$ cat src/core/pmb_pkg.sv
// Purpose: Constants for the command-code register bank of a step-down power module
// Assumes: 10 MHz controller clock, transactions already decoded from the management bus
// Notes: Table order fixes the storage index of each read/write command
package pmb_pkg;
   localparam int CLK_HZ = 10_000_000;
   localparam int MS_PER_S = 1000;
   localparam int CYC_PER_MS = CLK_HZ / MS_PER_S;
   localparam int SNAP_BYTES = 32;
   localparam int RW_COUNT = 43;

   // Transaction kinds
   localparam logic [1:0] KIND_SEND = 2'h0;
   localparam logic [1:0] KIND_BYTE = 2'h1;
   localparam logic [1:0] KIND_WORD = 2'h2;
   localparam logic [1:0] KIND_BLOCK = 2'h3;

   // Command codes used by the logic
   localparam logic [7:0] CMD_PHASE_OFFSET = 8'h37;
   localparam logic [7:0] CMD_TON_WAIT = 8'h60;
   localparam logic [7:0] CMD_TON_RAMP = 8'h61;
   localparam logic [7:0] CMD_TOFF_WAIT = 8'h64;
   localparam logic [7:0] CMD_TOFF_RAMP = 8'h65;
   localparam logic [7:0] CMD_STAT_BYTE = 8'h78;
   localparam logic [7:0] CMD_STAT_WORD = 8'h79;
   localparam logic [7:0] CMD_STAT_VOUT = 8'h7A;
   localparam logic [7:0] CMD_STAT_IOUT = 8'h7B;
   localparam logic [7:0] CMD_STAT_INPUT = 8'h7C;
   localparam logic [7:0] CMD_STAT_TEMP = 8'h7D;
   localparam logic [7:0] CMD_STAT_CML = 8'h7E;
   localparam logic [7:0] CMD_STAT_MON = 8'h80;
   localparam logic [7:0] CMD_RD_VIN = 8'h88;
   localparam logic [7:0] CMD_RD_VOUT = 8'h8B;
   localparam logic [7:0] CMD_RD_IOUT = 8'h8C;
   localparam logic [7:0] CMD_RD_TEMP1 = 8'h8D;
   localparam logic [7:0] CMD_RD_TEMP2 = 8'h8E;
   localparam logic [7:0] CMD_RD_DUTY = 8'h94;
   localparam logic [7:0] CMD_RD_FREQ = 8'h95;
   localparam logic [7:0] CMD_PROTO_VER = 8'h98;
   localparam logic [7:0] CMD_LOOP_SETUP = 8'hBC;
   localparam logic [7:0] CMD_LOOP_START = 8'hBD;
   localparam logic [7:0] CMD_GOOD_WAIT = 8'hD4;
   localparam logic [7:0] CMD_CAPTURE = 8'hEA;

   // Read/write commands and their reset values
   localparam logic [RW_COUNT-1:0][7:0] RW_CODES = {
      8'h37, 8'h38, 8'h39, 8'h40, 8'h41, 8'h44, 8'h45, 8'h46, 8'h4B, 8'h4F, 8'h50,
      8'h51, 8'h52, 8'h53, 8'h54, 8'h55, 8'h56, 8'h57, 8'h58, 8'h59, 8'h5A, 8'h5E,
      8'h60, 8'h61, 8'h64, 8'h65, 8'hBC, 8'hBF, 8'hD0, 8'hD1, 8'hD2, 8'hD3, 8'hD4,
      8'hD8, 8'hDD, 8'hDE, 8'hE0, 8'hE1, 8'hE5, 8'hE6, 8'hE7, 8'hE8, 8'hF0};
   localparam logic [RW_COUNT-1:0][15:0] RW_RESET = {
      16'h0000, 16'hC20F, 16'hBD4D, 16'h0000, 16'h0080, 16'h0000, 16'h0080, 16'hDB00,
      16'hDD00, 16'hEBE8, 16'h0080, 16'hEB70, 16'hE580, 16'hE490, 16'h0080, 16'hD3A0,
      16'h0080, 16'hD380, 16'hCA40, 16'hCA00, 16'h0080, 16'h0000, 16'hCA80, 16'hCA80,
      16'hCA80, 16'hCA80, 16'h0069, 16'h3838, 16'h6A11, 16'h2011, 16'h0000, 16'h0001,
      16'hBA00, 16'h0000, 16'h1414, 16'h8686, 16'h0000, 16'h0000, 16'h0080, 16'h0080,
      16'hD3C0, 16'hD440, 16'h0000};
   // One marks a byte-wide command, same order as above
   localparam logic [RW_COUNT-1:0] RW_IS_BYTE = 43'h05114410239;

   // Status field positions
   localparam int SB_VOUT = 5;
   localparam int SB_IOUT = 4;
   localparam int SB_INPUT = 3;
   localparam int SB_TEMP = 2;
   localparam int SB_CML = 1;
   localparam int SB_MON = 0;
   localparam int SW_VOUT = 15;
   localparam int SW_IOUT = 14;
   localparam int SW_INPUT = 13;
   localparam int SW_MON = 12;
   localparam int CML_BAD_CMD = 7;
   localparam int CML_BAD_DATA = 6;

   // Linear eleven format fields
   localparam int LIN_EXP_HI = 15;
   localparam int LIN_EXP_LO = 11;
   localparam int LIN_MAN_HI = 10;
   localparam int LIN_MAN_LO = 0;
   localparam int ADDR_PHASE_BITS = 4;

   typedef enum logic [2:0] {
      SEQ_OFF, SEQ_ON_WAIT, SEQ_RISE, SEQ_ON, SEQ_OFF_WAIT, SEQ_FALL
   } pmb_seq_t;
endpackage

$ cat src/core/pmb_command_bank.sv
// Purpose: Command-code register bank with soft-start sequencer and output-good delay
// Assumes: Bus framing is done outside; one decoded transaction per txn_valid pulse
// Notes: Time words are linear eleven values in milliseconds
`timescale 1ns/1ns

// Contract
// Phase offset word is read/write; its reset value comes from the bus address.
// Every fault-action byte resets to 80h, shut down with no retry.
// Summary byte and category status bytes are read-only, 00h without faults.
// Status summary word is read-only, 0000h without faults.
// Measurements 88h-95h are read-only words; output voltage unsigned sixteen, others eleven.
// Command EAh is a read-only block returning a 32-byte capture.
// A send-byte to BDh starts loop auto-compensation.
// Loop tuning setup byte BCh is read/write, resets to 69h.
// On enable wait turn-on delay, then rise over rise time; both 5 ms.
// On disable wait turn-off delay, then fall over fall time; both 5 ms.
// Output-good pin asserts after delay word D4h (1 ms) once threshold met.
// Hot warning resets to EB70h, hot fault to EBE8h.
// Cold warning resets to E580h, cold fault to E490h.
// Input limits reset to D3A0h, D380h, CA40h and CA00h.
// Over-current limit resets to DB00h, under-current limit to DD00h.
// Averaged current limits reset D3C0h and D440h; their actions no retry.
// Current sense gain resets C20Fh, offset BD4Dh.
// Gate gap ceiling resets 3838h, default gap word 1414h.
// Adaptive gap setup word DEh resets to 8686h, disabled.
// Output limit detect setup byte D8h resets to 00h.
// Rail sequencing word resets 0000h; tracking byte E1h resets 00h.
// Phase control byte F0h resets 00h; load share word D2h 0000h.
// Eleven format: 5-bit signed exponent, 11-bit signed mantissa.
// Sixteen format: 16-bit mantissa with fixed exponent minus thirteen.
// Writes to read-only or unknown codes change nothing and flag a comm error.
// Host uses each command's transaction type and data length.
module pmb_command_bank
   import pmb_pkg::*;
#(
   parameter logic [15:0] OUT_HIGH_LIMIT_RESET = 16'h0000,
   parameter logic [15:0] OUT_LOW_LIMIT_RESET = 16'h0000,
   parameter logic [15:0] GOOD_THRESHOLD_RESET = 16'h0000,
   // Arbitrary value
   parameter logic [7:0] PROTO_VERSION = 8'h5A
) (
   // Clock and reset
   input wire logic mclk,
   input wire logic nrst,
   // Strap
   input wire logic [6:0] bus_addr,
   // Decoded transactions
   input wire logic txn_valid,
   input wire logic [7:0] txn_cmd,
   input wire logic [1:0] txn_kind,
   input wire logic txn_write,
   input wire logic [15:0] txn_wdata,
   input wire logic [4:0] txn_index,
   output logic rsp_valid,
   output logic [15:0] rsp_data,
   output logic rsp_err,
   // Power control
   input wire logic out_enable,
   input wire logic good_threshold_met,
   output logic output_good_pin,
   output logic ramp_up_active,
   output logic ramp_down_active,
   output logic output_on,
   output logic autocomp_start,
   output logic [15:0] phase_offset,
   output logic [7:0] loop_tuning,
   // Status sources
   input wire logic [7:0] vout_flags_in,
   input wire logic [7:0] iout_flags_in,
   input wire logic [7:0] input_flags_in,
   input wire logic [7:0] temp_flags_in,
   input wire logic [7:0] mon_flags_in,
   input wire logic clear_faults,
   input wire logic snap_capture,
   // Measurements
   input wire logic [15:0] meas_vin,
   input wire logic [15:0] meas_vout,
   input wire logic [15:0] meas_iout,
   input wire logic [15:0] meas_temp1,
   input wire logic [15:0] meas_temp2,
   input wire logic [15:0] meas_duty,
   input wire logic [15:0] meas_freq
);
   typedef struct packed {
      logic [RW_COUNT-1:0][15:0] regs;
      logic [SNAP_BYTES-1:0][7:0] snap;
      logic addr_loaded;
      logic [7:0] cml;
      pmb_seq_t seq;
      logic [31:0] seq_cnt;
      logic [31:0] good_cnt;
      logic good_out;
      logic rsp_valid;
      logic [15:0] rsp_data;
      logic rsp_err;
      logic ramp_up;
      logic ramp_down;
      logic out_on;
      logic comp_start;
   } pmb_state_t;

   pmb_state_t st_ff;
   pmb_state_t nxt_st;

   // Slot of a read/write command; bit 6 marks a hit
   function automatic logic [6:0] rw_find(input logic [7:0] code);
      logic [6:0] res;
      res = '0;
      for (int i = 0; i < RW_COUNT; i++) begin
         if (RW_CODES[i] == code) begin
            res = {1'b1, 6'(i)};
         end
      end
      return res;
   endfunction

   function automatic logic [5:0] rw_idx(input logic [7:0] code);
      logic [6:0] f;
      f = rw_find(code);
      return f[5:0];
   endfunction

   // Eleven format milliseconds to clock cycles; negative times read as zero
   function automatic logic [31:0] lin_cycles(input logic [15:0] v);
      logic signed [4:0] e;
      logic signed [10:0] m;
      logic [31:0] p;
      e = signed'(v[LIN_EXP_HI:LIN_EXP_LO]);
      m = signed'(v[LIN_MAN_HI:LIN_MAN_LO]);
      p = '0;
      if (m > 0) begin
         p = 32'(unsigned'(m[9:0])) * 32'(CYC_PER_MS);
         if (e < 0) begin
            p = p >> (-e);
         end else begin
            p = p << e;
         end
      end
      return p;
   endfunction

   function automatic logic [RW_COUNT-1:0][15:0] reset_table();
      logic [RW_COUNT-1:0][15:0] t;
      t = RW_RESET;
      t[rw_idx(8'h40)] = OUT_HIGH_LIMIT_RESET;
      t[rw_idx(8'h44)] = OUT_LOW_LIMIT_RESET;
      t[rw_idx(8'h5E)] = GOOD_THRESHOLD_RESET;
      return t;
   endfunction

   localparam pmb_state_t ST_RESET = '{
      regs: reset_table(), snap: '0, addr_loaded: 1'b0, cml: '0, seq: SEQ_OFF,
      seq_cnt: '0, good_cnt: '0, good_out: 1'b0, rsp_valid: 1'b0, rsp_data: '0,
      rsp_err: 1'b0, ramp_up: 1'b0, ramp_down: 1'b0, out_on: 1'b0, comp_start: 1'b0};

   always_comb begin
      logic [6:0] hit;
      logic [7:0] status_byte;
      logic [15:0] status_word;
      logic ro_ok;
      logic [15:0] ro_val;
      logic [1:0] ro_kind;
      logic cml_bad_cmd;
      logic cml_bad_data;
      hit = rw_find(txn_cmd);
      cml_bad_cmd = 1'b0;
      cml_bad_data = 1'b0;
      nxt_st = st_ff;
      nxt_st.rsp_valid = 1'b0;
      nxt_st.rsp_err = 1'b0;
      nxt_st.comp_start = 1'b0;

      // Summaries follow live flags and the latched CML byte, so 00h with no fault
      status_byte = '0;
      status_byte[SB_VOUT] = |vout_flags_in;
      status_byte[SB_IOUT] = |iout_flags_in;
      status_byte[SB_INPUT] = |input_flags_in;
      status_byte[SB_TEMP] = |temp_flags_in;
      status_byte[SB_CML] = |st_ff.cml;
      status_byte[SB_MON] = |mon_flags_in;
      status_word = {8'h00, status_byte};
      status_word[SW_VOUT] = |vout_flags_in;
      status_word[SW_IOUT] = |iout_flags_in;
      status_word[SW_INPUT] = |input_flags_in;
      status_word[SW_MON] = |mon_flags_in;

      // Read-only decode
      ro_ok = 1'b1;
      ro_kind = KIND_WORD;
      ro_val = '0;
      case (txn_cmd)
         CMD_STAT_BYTE: begin
            ro_kind = KIND_BYTE;
            ro_val = {8'h00, status_byte};
         end
         CMD_STAT_WORD: ro_val = status_word;
         CMD_STAT_VOUT: begin
            ro_kind = KIND_BYTE;
            ro_val = {8'h00, vout_flags_in};
         end
         CMD_STAT_IOUT: begin
            ro_kind = KIND_BYTE;
            ro_val = {8'h00, iout_flags_in};
         end
         CMD_STAT_INPUT: begin
            ro_kind = KIND_BYTE;
            ro_val = {8'h00, input_flags_in};
         end
         CMD_STAT_TEMP: begin
            ro_kind = KIND_BYTE;
            ro_val = {8'h00, temp_flags_in};
         end
         CMD_STAT_CML: begin
            ro_kind = KIND_BYTE;
            ro_val = {8'h00, st_ff.cml};
         end
         CMD_STAT_MON: begin
            ro_kind = KIND_BYTE;
            ro_val = {8'h00, mon_flags_in};
         end
         CMD_RD_VIN: ro_val = meas_vin;
         CMD_RD_VOUT: ro_val = meas_vout;
         CMD_RD_IOUT: ro_val = meas_iout;
         CMD_RD_TEMP1: ro_val = meas_temp1;
         CMD_RD_TEMP2: ro_val = meas_temp2;
         CMD_RD_DUTY: ro_val = meas_duty;
         CMD_RD_FREQ: ro_val = meas_freq;
         CMD_PROTO_VER: begin
            ro_kind = KIND_BYTE;
            ro_val = {8'h00, PROTO_VERSION};
         end
         CMD_CAPTURE: begin
            ro_kind = KIND_BLOCK;
            ro_val = {8'h00, st_ff.snap[txn_index]};
         end
         default: ro_ok = 1'b0;
      endcase

      // Phase offset default follows the strap, caught once after reset
      if (!st_ff.addr_loaded) begin
         nxt_st.addr_loaded = 1'b1;
         nxt_st.regs[rw_idx(CMD_PHASE_OFFSET)] = {12'h000, bus_addr[ADDR_PHASE_BITS-1:0]};
      end

      if (txn_valid) begin
         nxt_st.rsp_valid = 1'b1;
         if (txn_cmd == CMD_LOOP_START) begin
            if (txn_kind == KIND_SEND) begin
               nxt_st.comp_start = 1'b1;
            end else begin
               cml_bad_data = 1'b1;
            end
         end else if (hit[6]) begin
            if (txn_kind != (RW_IS_BYTE[hit[5:0]] ? KIND_BYTE : KIND_WORD)) begin
               cml_bad_data = 1'b1;
            end else if (txn_write) begin
               if (RW_IS_BYTE[hit[5:0]]) begin
                  nxt_st.regs[hit[5:0]] = {8'h00, txn_wdata[7:0]};
               end else begin
                  nxt_st.regs[hit[5:0]] = txn_wdata;
               end
            end else begin
               nxt_st.rsp_data = st_ff.regs[hit[5:0]];
            end
         end else if (ro_ok && !txn_write) begin
            if (txn_kind == ro_kind) begin
               nxt_st.rsp_data = ro_val;
            end else begin
               cml_bad_data = 1'b1;
            end
         end else begin
            cml_bad_cmd = 1'b1;
         end
         nxt_st.rsp_err = cml_bad_cmd | cml_bad_data;
         if (cml_bad_cmd | cml_bad_data) begin
            nxt_st.rsp_data = '0;
         end
      end

      // New errors win over a clear in the same cycle
      if (clear_faults) begin
         nxt_st.cml = '0;
      end
      if (cml_bad_cmd) begin
         nxt_st.cml[CML_BAD_CMD] = 1'b1;
      end
      if (cml_bad_data) begin
         nxt_st.cml[CML_BAD_DATA] = 1'b1;
      end

      if (snap_capture) begin
         nxt_st.snap = {80'h0, status_word, mon_flags_in, st_ff.cml, temp_flags_in,
            input_flags_in, iout_flags_in, vout_flags_in, meas_freq, meas_duty,
            meas_temp2, meas_temp1, meas_iout, meas_vout, meas_vin};
      end

      // Soft-start and soft-stop sequencer
      case (st_ff.seq)
         SEQ_OFF: begin
            if (out_enable) begin
               nxt_st.seq = SEQ_ON_WAIT;
               nxt_st.seq_cnt = lin_cycles(st_ff.regs[rw_idx(CMD_TON_WAIT)]);
            end
         end
         SEQ_ON_WAIT: begin
            if (!out_enable) begin
               nxt_st.seq = SEQ_OFF;
            end else if (st_ff.seq_cnt == '0) begin
               nxt_st.seq = SEQ_RISE;
               nxt_st.ramp_up = 1'b1;
               nxt_st.seq_cnt = lin_cycles(st_ff.regs[rw_idx(CMD_TON_RAMP)]);
            end else begin
               nxt_st.seq_cnt = st_ff.seq_cnt - 32'd1;
            end
         end
         SEQ_RISE: begin
            if (st_ff.seq_cnt == '0) begin
               nxt_st.seq = SEQ_ON;
               nxt_st.ramp_up = 1'b0;
               nxt_st.out_on = 1'b1;
            end else begin
               nxt_st.seq_cnt = st_ff.seq_cnt - 32'd1;
            end
         end
         SEQ_ON: begin
            if (!out_enable) begin
               nxt_st.seq = SEQ_OFF_WAIT;
               nxt_st.seq_cnt = lin_cycles(st_ff.regs[rw_idx(CMD_TOFF_WAIT)]);
            end
         end
         SEQ_OFF_WAIT: begin
            if (st_ff.seq_cnt == '0) begin
               nxt_st.seq = SEQ_FALL;
               nxt_st.ramp_down = 1'b1;
               nxt_st.seq_cnt = lin_cycles(st_ff.regs[rw_idx(CMD_TOFF_RAMP)]);
            end else begin
               nxt_st.seq_cnt = st_ff.seq_cnt - 32'd1;
            end
         end
         SEQ_FALL: begin
            if (st_ff.seq_cnt == '0) begin
               nxt_st.seq = SEQ_OFF;
               nxt_st.ramp_down = 1'b0;
               nxt_st.out_on = 1'b0;
            end else begin
               nxt_st.seq_cnt = st_ff.seq_cnt - 32'd1;
            end
         end
         default: nxt_st.seq = SEQ_OFF;
      endcase

      // Output good waits out the delay word while the threshold holds
      if (st_ff.seq == SEQ_ON && good_threshold_met) begin
         if (st_ff.good_cnt >= lin_cycles(st_ff.regs[rw_idx(CMD_GOOD_WAIT)])) begin
            nxt_st.good_out = 1'b1;
         end else begin
            nxt_st.good_cnt = st_ff.good_cnt + 32'd1;
         end
      end else begin
         nxt_st.good_cnt = '0;
         nxt_st.good_out = 1'b0;
      end
   end

   always_ff @(posedge mclk or negedge nrst) begin
      if (!nrst) begin
         st_ff <= ST_RESET;
      end else begin
         st_ff <= nxt_st;
      end
   end

   assign rsp_valid = st_ff.rsp_valid;
   assign rsp_data = st_ff.rsp_data;
   assign rsp_err = st_ff.rsp_err;
   assign output_good_pin = st_ff.good_out;
   assign ramp_up_active = st_ff.ramp_up;
   assign ramp_down_active = st_ff.ramp_down;
   assign output_on = st_ff.out_on;
   assign autocomp_start = st_ff.comp_start;
   assign phase_offset = st_ff.regs[rw_idx(CMD_PHASE_OFFSET)];
   assign loop_tuning = st_ff.regs[rw_idx(CMD_LOOP_SETUP)][7:0];
endmodule

$ cat config.mk
export PLATFORM = sky130hd
export DESIGN_NAME = pmb_command_bank
export DESIGN_NICKNAME = d
export VERILOG_FILES = /design/src/core/pmb_pkg.sv /design/src/core/pmb_command_bank.sv
export SDC_FILE = /design/constraint.sdc
export NUM_CORES = 2
export LEC_CHECK = 0
export BUFFER_PORTS_ARGS = -buffer_cell sky130_fd_sc_hd__buf_2
export CORE_MARGIN = 2
export CORE_UTILIZATION = 55
export DETAILED_ROUTE_END_ITERATION = 8
export PLACE_DENSITY = 0.83
export SLEW_MARGIN = 0
export SYNTH_ARGS = -nofsm -noshare
export SYNTH_HDL_FRONTEND = slang
export SYNTH_SLANG_ARGS = --single-unit
$ cat constraint.sdc
create_clock -name mclk -period 10.19 [get_ports mclk]
set_input_delay 1.019 -clock mclk [delete_from_list [all_inputs] [get_ports mclk]]
set_output_delay 1.019 -clock mclk [all_outputs]
set_load 0.005 [all_outputs]
Word level (Yosys, flattened, before mapping)
Memory sizes are Yosys's and may differ from the RTL's.
Index checks and enable logic that the tools add are counted.
- equality and inequality tests: 82
- divide/modulo/power cells: 0
- $lt $le $gt $ge: 14
- reductions and logical operators: 31
- shift operators: 10
- multiply operators: 5
- bitwise operators: 3
- add/sub/neg operators: 7
- muxes and demuxes: 124
- operators with widths (cell ; number):
    two-way mux 688 bit ; 6
    bitwise mux 688 bit ; 2
    two-way mux 32 bit ; 16
    two-way mux 7 bit ; 43
    one-hot mux 16 bit (17 select lines) ; 1
    == test 7 x 8 -> 1 bit, first input constant ; 23
    two-way mux 16 bit ; 10
    one-hot mux 32 bit (5 select lines) ; 1
    << shifter 24 x 5 -> 32 bit ; 5
    right shift 24 x 5 -> 32 bit ; 5
    == test 8 bit, first input constant ; 17
    multiplier 10 x 10 -> 20 bit, second input constant ; 5
    binary-select mux 16 bit (select 6 bit) ; 1
    demux 16 bit (select 6 bit) ; 1
    == test 8 bit, second input constant ; 11
    two-way mux 35 bit ; 2
    == test 8 x 7 -> 1 bit, second input constant ; 7
    greater-than comparator 11 x 1 -> 1 bit, second input constant ; 5
    OR reduction 8 bit ; 6
    binary-select mux 8 bit (select 5 bit) ; 1
    two-way mux 33 bit ; 1
    adder 32 x 1 -> 32 bit, second input constant ; 1
    greater-or-equal comparator 32 bit ; 1
    zero test 32 bit ; 1
    other kinds (39) ; 104
- register bits after elaboration: 945
- bits in writable memories: 0
- memory bits (read-only): 64
- bits of input ports: 198
- bits in latches: 0
- memories: 1
- word-level logic and storage cells: 356
- memory list (name ; words ; bits a word ; read ports ; clocked after Yosys merged registers in ; write ports ; RTL line ; RTL):
    (name not given) ; 64 ; 1 ; 1 ; 0 ; 0 ; pmb_command_bank.sv:257 ; if (RW_IS_BYTE[hit[5:0]]) begin

Logic depth before layout (Yosys ltp)
- depth in word-level cells: 55
- mapped depth: 32
- depth with buffers taken out: 31

Worst setup path before layout
No wires, ideal clock.
- path type: register to register
- from: register (tool-made name)
- to: register st_ff[29] in the netlist's numbering
- path slack: 3027 ps
- library setup time: 120 ps
- data arrival time: 7043 ps
- data required time: 10070 ps
- cell stages (with the launch flop): 28
- cell sequence: dfstp_2 fa_1 ha_1 fa_1 ha_1 ha_1 ha_1 a21o_1 a21o_1 a21o_1 a221oi_1 xnor2_1 mux4_2 nand3_1 a31oi_1 ha_1 nand2b_1 a21o_1 a21o_1 a21o_1 a21o_1 a2111oi_0 o31a_1 o211ai_1 a21oi_1 clkbuf_1 a21oi_1 a31o_2
- RTL lines (what ; RTL line ; RTL):
    end signal, assigned ; pmb_command_bank.sv:369 ; st_ff <= nxt_st;
    end, declared ; pmb_command_bank.sv:102 ; pmb_state_t st_ff;

==> metrics.txt <==
clock sink count 941; P per Cell Area 126 nW/um^2; Mapped Avg Cell Area 9.23 sq um; CP endpoint kind flip-flop; ranking of synthesized cells by area dfrtp_1 29%, mux2_2 9.4%, dfstp_2 6.1%; status finished clean; Clock Power Share 0.415; final hold vios 0; Post-synth EDFFs 0; worst slew pin tran 1450 ps; starting density of the core 0.553; Die W 356 microns; asr flop ratio synth 1.00; yosys warns 0; DRC Markers 0; Setup Viol. Count Final 0; RSZ-0062 raised after global routing no; 1st-iter DRT viols 8910; dpl cell area 70400 sq um; area share of the largest cell type after synthesis 0.288; crit-path max FO 18; synth cell count leaders 864 x nand2_1, 784 x dfrtp_1, 622 x o21ai_0; cell mode on critical path a21o_1; Layout Nets 7908; Layout area overhead 8.49%; fin crit period 8410 ps; most common cell in the netlist nand2_1; Leak 0.0325 uW; setup TNS 0 ps; initial antenna violation count 22; WP buf/inv 1; via-per-instance ratio 7.10; largest net degree at the start of global routing 192; Via Count 64100; routed len/inst 29.5 microns; CP max stage cell a21oi_1; CP startpoint kind flip-flop; Total Wirelength 266 mm; Comb power frac 0.163; CTS tree done; Cells after Synth 7385; Setup Buffers After CTS 0; I/O Pins 245; post-CTS sizing 0; FF+latch count, synth 941; Max VDD drop 192 uV; Synth area leader dfrtp_1; Slew HR 0.0307; total CTS buffers 100; Max-Cap Viols 0; Initial DRT Pass Iterations 8; Req. time, crit path 10780 ps; synthesized area 68100 sq um; Syn Nets 7995; htree depth 3; routability cong. 1.05; clk_lat worst skew 730 ps; gr usage total 0.409; cts-stage hold buffer count 0; Worst-path clk slew 80 ps; die height 356 microns; Hold WC Path Type in2async; Final Cell Area 73900 sq um; core area 123000 sq um; Final Cycle Share 0.826; Max Clock Skew 88.9 ps; Net Sw Frac 0.299; post-synth cell types 106; fillers 10200; vias in the first global route 61700; Reg2Reg Setup Slack 1780 ps; fmax 119 MHz; Crit Path Class reg2reg; HPWL after detailed placement 186 mm; P_sw 2800 uW; CTS root buf clkbuf_16; GR Overflow Total 0; ys flop type dfrtp_1; Slowest Stage Delay on Critical Path 850 ps; fraction of layout cells with a size suffix above 1 0.204; WP data arrival 9000 ps; sequential share of power 0.422; Slew Viols, Final 0; Post-DRT Antenna Nets 0; die footprint 127000 sq um; sequential fraction of the synthesis area 0.348; Top delay family on crit path compound AO/OA/AOI/OAI gates; first-pass GRT wire length 394 mm; CTS Buffer Depth 3; Int Pwr 6550 uW; Buffers on Ports 241; Core Rows 129
power groups by stage:
| stage | logic (uW) | clock network, uW | registers [uW] |
|---|---|---|---|
| after CTS | 1460 | 3870 | 3940 |
| after global placement | 1430 | 0 | 3990 |
| after global routing | 1590 | 4020 | 3950 |
| after detailed placement | 1450 | 0 | 4000 |
| after floorplan | 847 | 0 | 3960 |
| final | 1530 | 3880 | 3940 |
cell type report:
cell class	instances	area, sq um	area share
antenna	16	40.0	0.000542
clock buffer	148	2860	0.0387
clock inverter	40	602	0.00814
inverter	230	867	0.0117
multi-input combinational	5614	41200	0.557
sequential	941	23700	0.321
tap	1637	2050	0.0277
timing repair buffer	411	2580	0.0349
stage by stage:
stage               total power, uW  worst slack [ps]   util  hold slack [ps]  instances
finish                         9350              1780  0.600              369       9037
global route                   9560              1130  0.599              455       9033
CTS                            9260              1830  0.599              425       9020
detailed placement             5450              1880  0.571              466       8832
global placement               5420              2010  0.571              457       8832
floorplan                      4810              3030      -              444       7385
cells in the final DEF, fill, tap and decap left out, drive strengths merged, types with 54 or more instances in the layout:
| master | instances |
|---|---|
| o21ai | 629 |
| buf | 410 |
| inv | 225 |
| nand3 | 222 |
| ha | 327 |
| dfrtp | 784 |
| a21o | 54 |
| nand2 | 864 |
| o22ai | 79 |
| nor2b | 65 |
| clkbuf | 149 |
| a21oi | 343 |
| mux2 | 633 |
| nand4 | 58 |
| mux4 | 98 |
| a31oi | 130 |
| fa | 85 |
| nor2 | 486 |
| dfstp | 157 |
| a211oi | 68 |
| mux2i | 192 |
| nor3 | 148 |
| xnor2 | 73 |
| o211ai | 98 |
per-layer routing:
metal / part of all wire / up-vias / GRT usage / wire (microns)
li1: - / 27000 / - / -
met1: 0.38 / 31500 / 0.537 / 100000
met5: 0.00026 / - / 0 / 68
met3: 0.12 / 1109 / 0.101 / 30700
met4: 0.075 / 10 / 0.252 / 19900
met2: 0.43 / 4481 / 0.610 / 115000
cell families (layout without fill, tap and decap cells):
family	count (synthesis)	in the layout	synth area share
and+or+nand+nor	2179	2179	0.148
AOI/OAI and AO/OA	1986	1986	0.190
DFF	941	941	0.348
muxes	923	923	0.165
buffers and inverters	830	829	0.0492
adders and majority gates	413	413	0.0852
xor gates and xnor gates	112	112	0.0144
other	1	17	0.0000550
path summary, 6_finish.rpt:
| path | cells after the start | to | from |
|---|---|---|---|
| worst max-delay path | 28 | st_ff[35] | flip-flop |
| worst min-delay path | 1 | st_ff[150] | nrst |
| worst max register to register | 28 | st_ff[35] | flip-flop |
| worst min register to register | 2 | st_ff[408] | st_ff[408] |
| max in group asynchronous | 3 | st_ff[71] | nrst |
| min in group mclk | 2 | st_ff[408] | st_ff[408] |
Power figures use the tool's default switching activity.
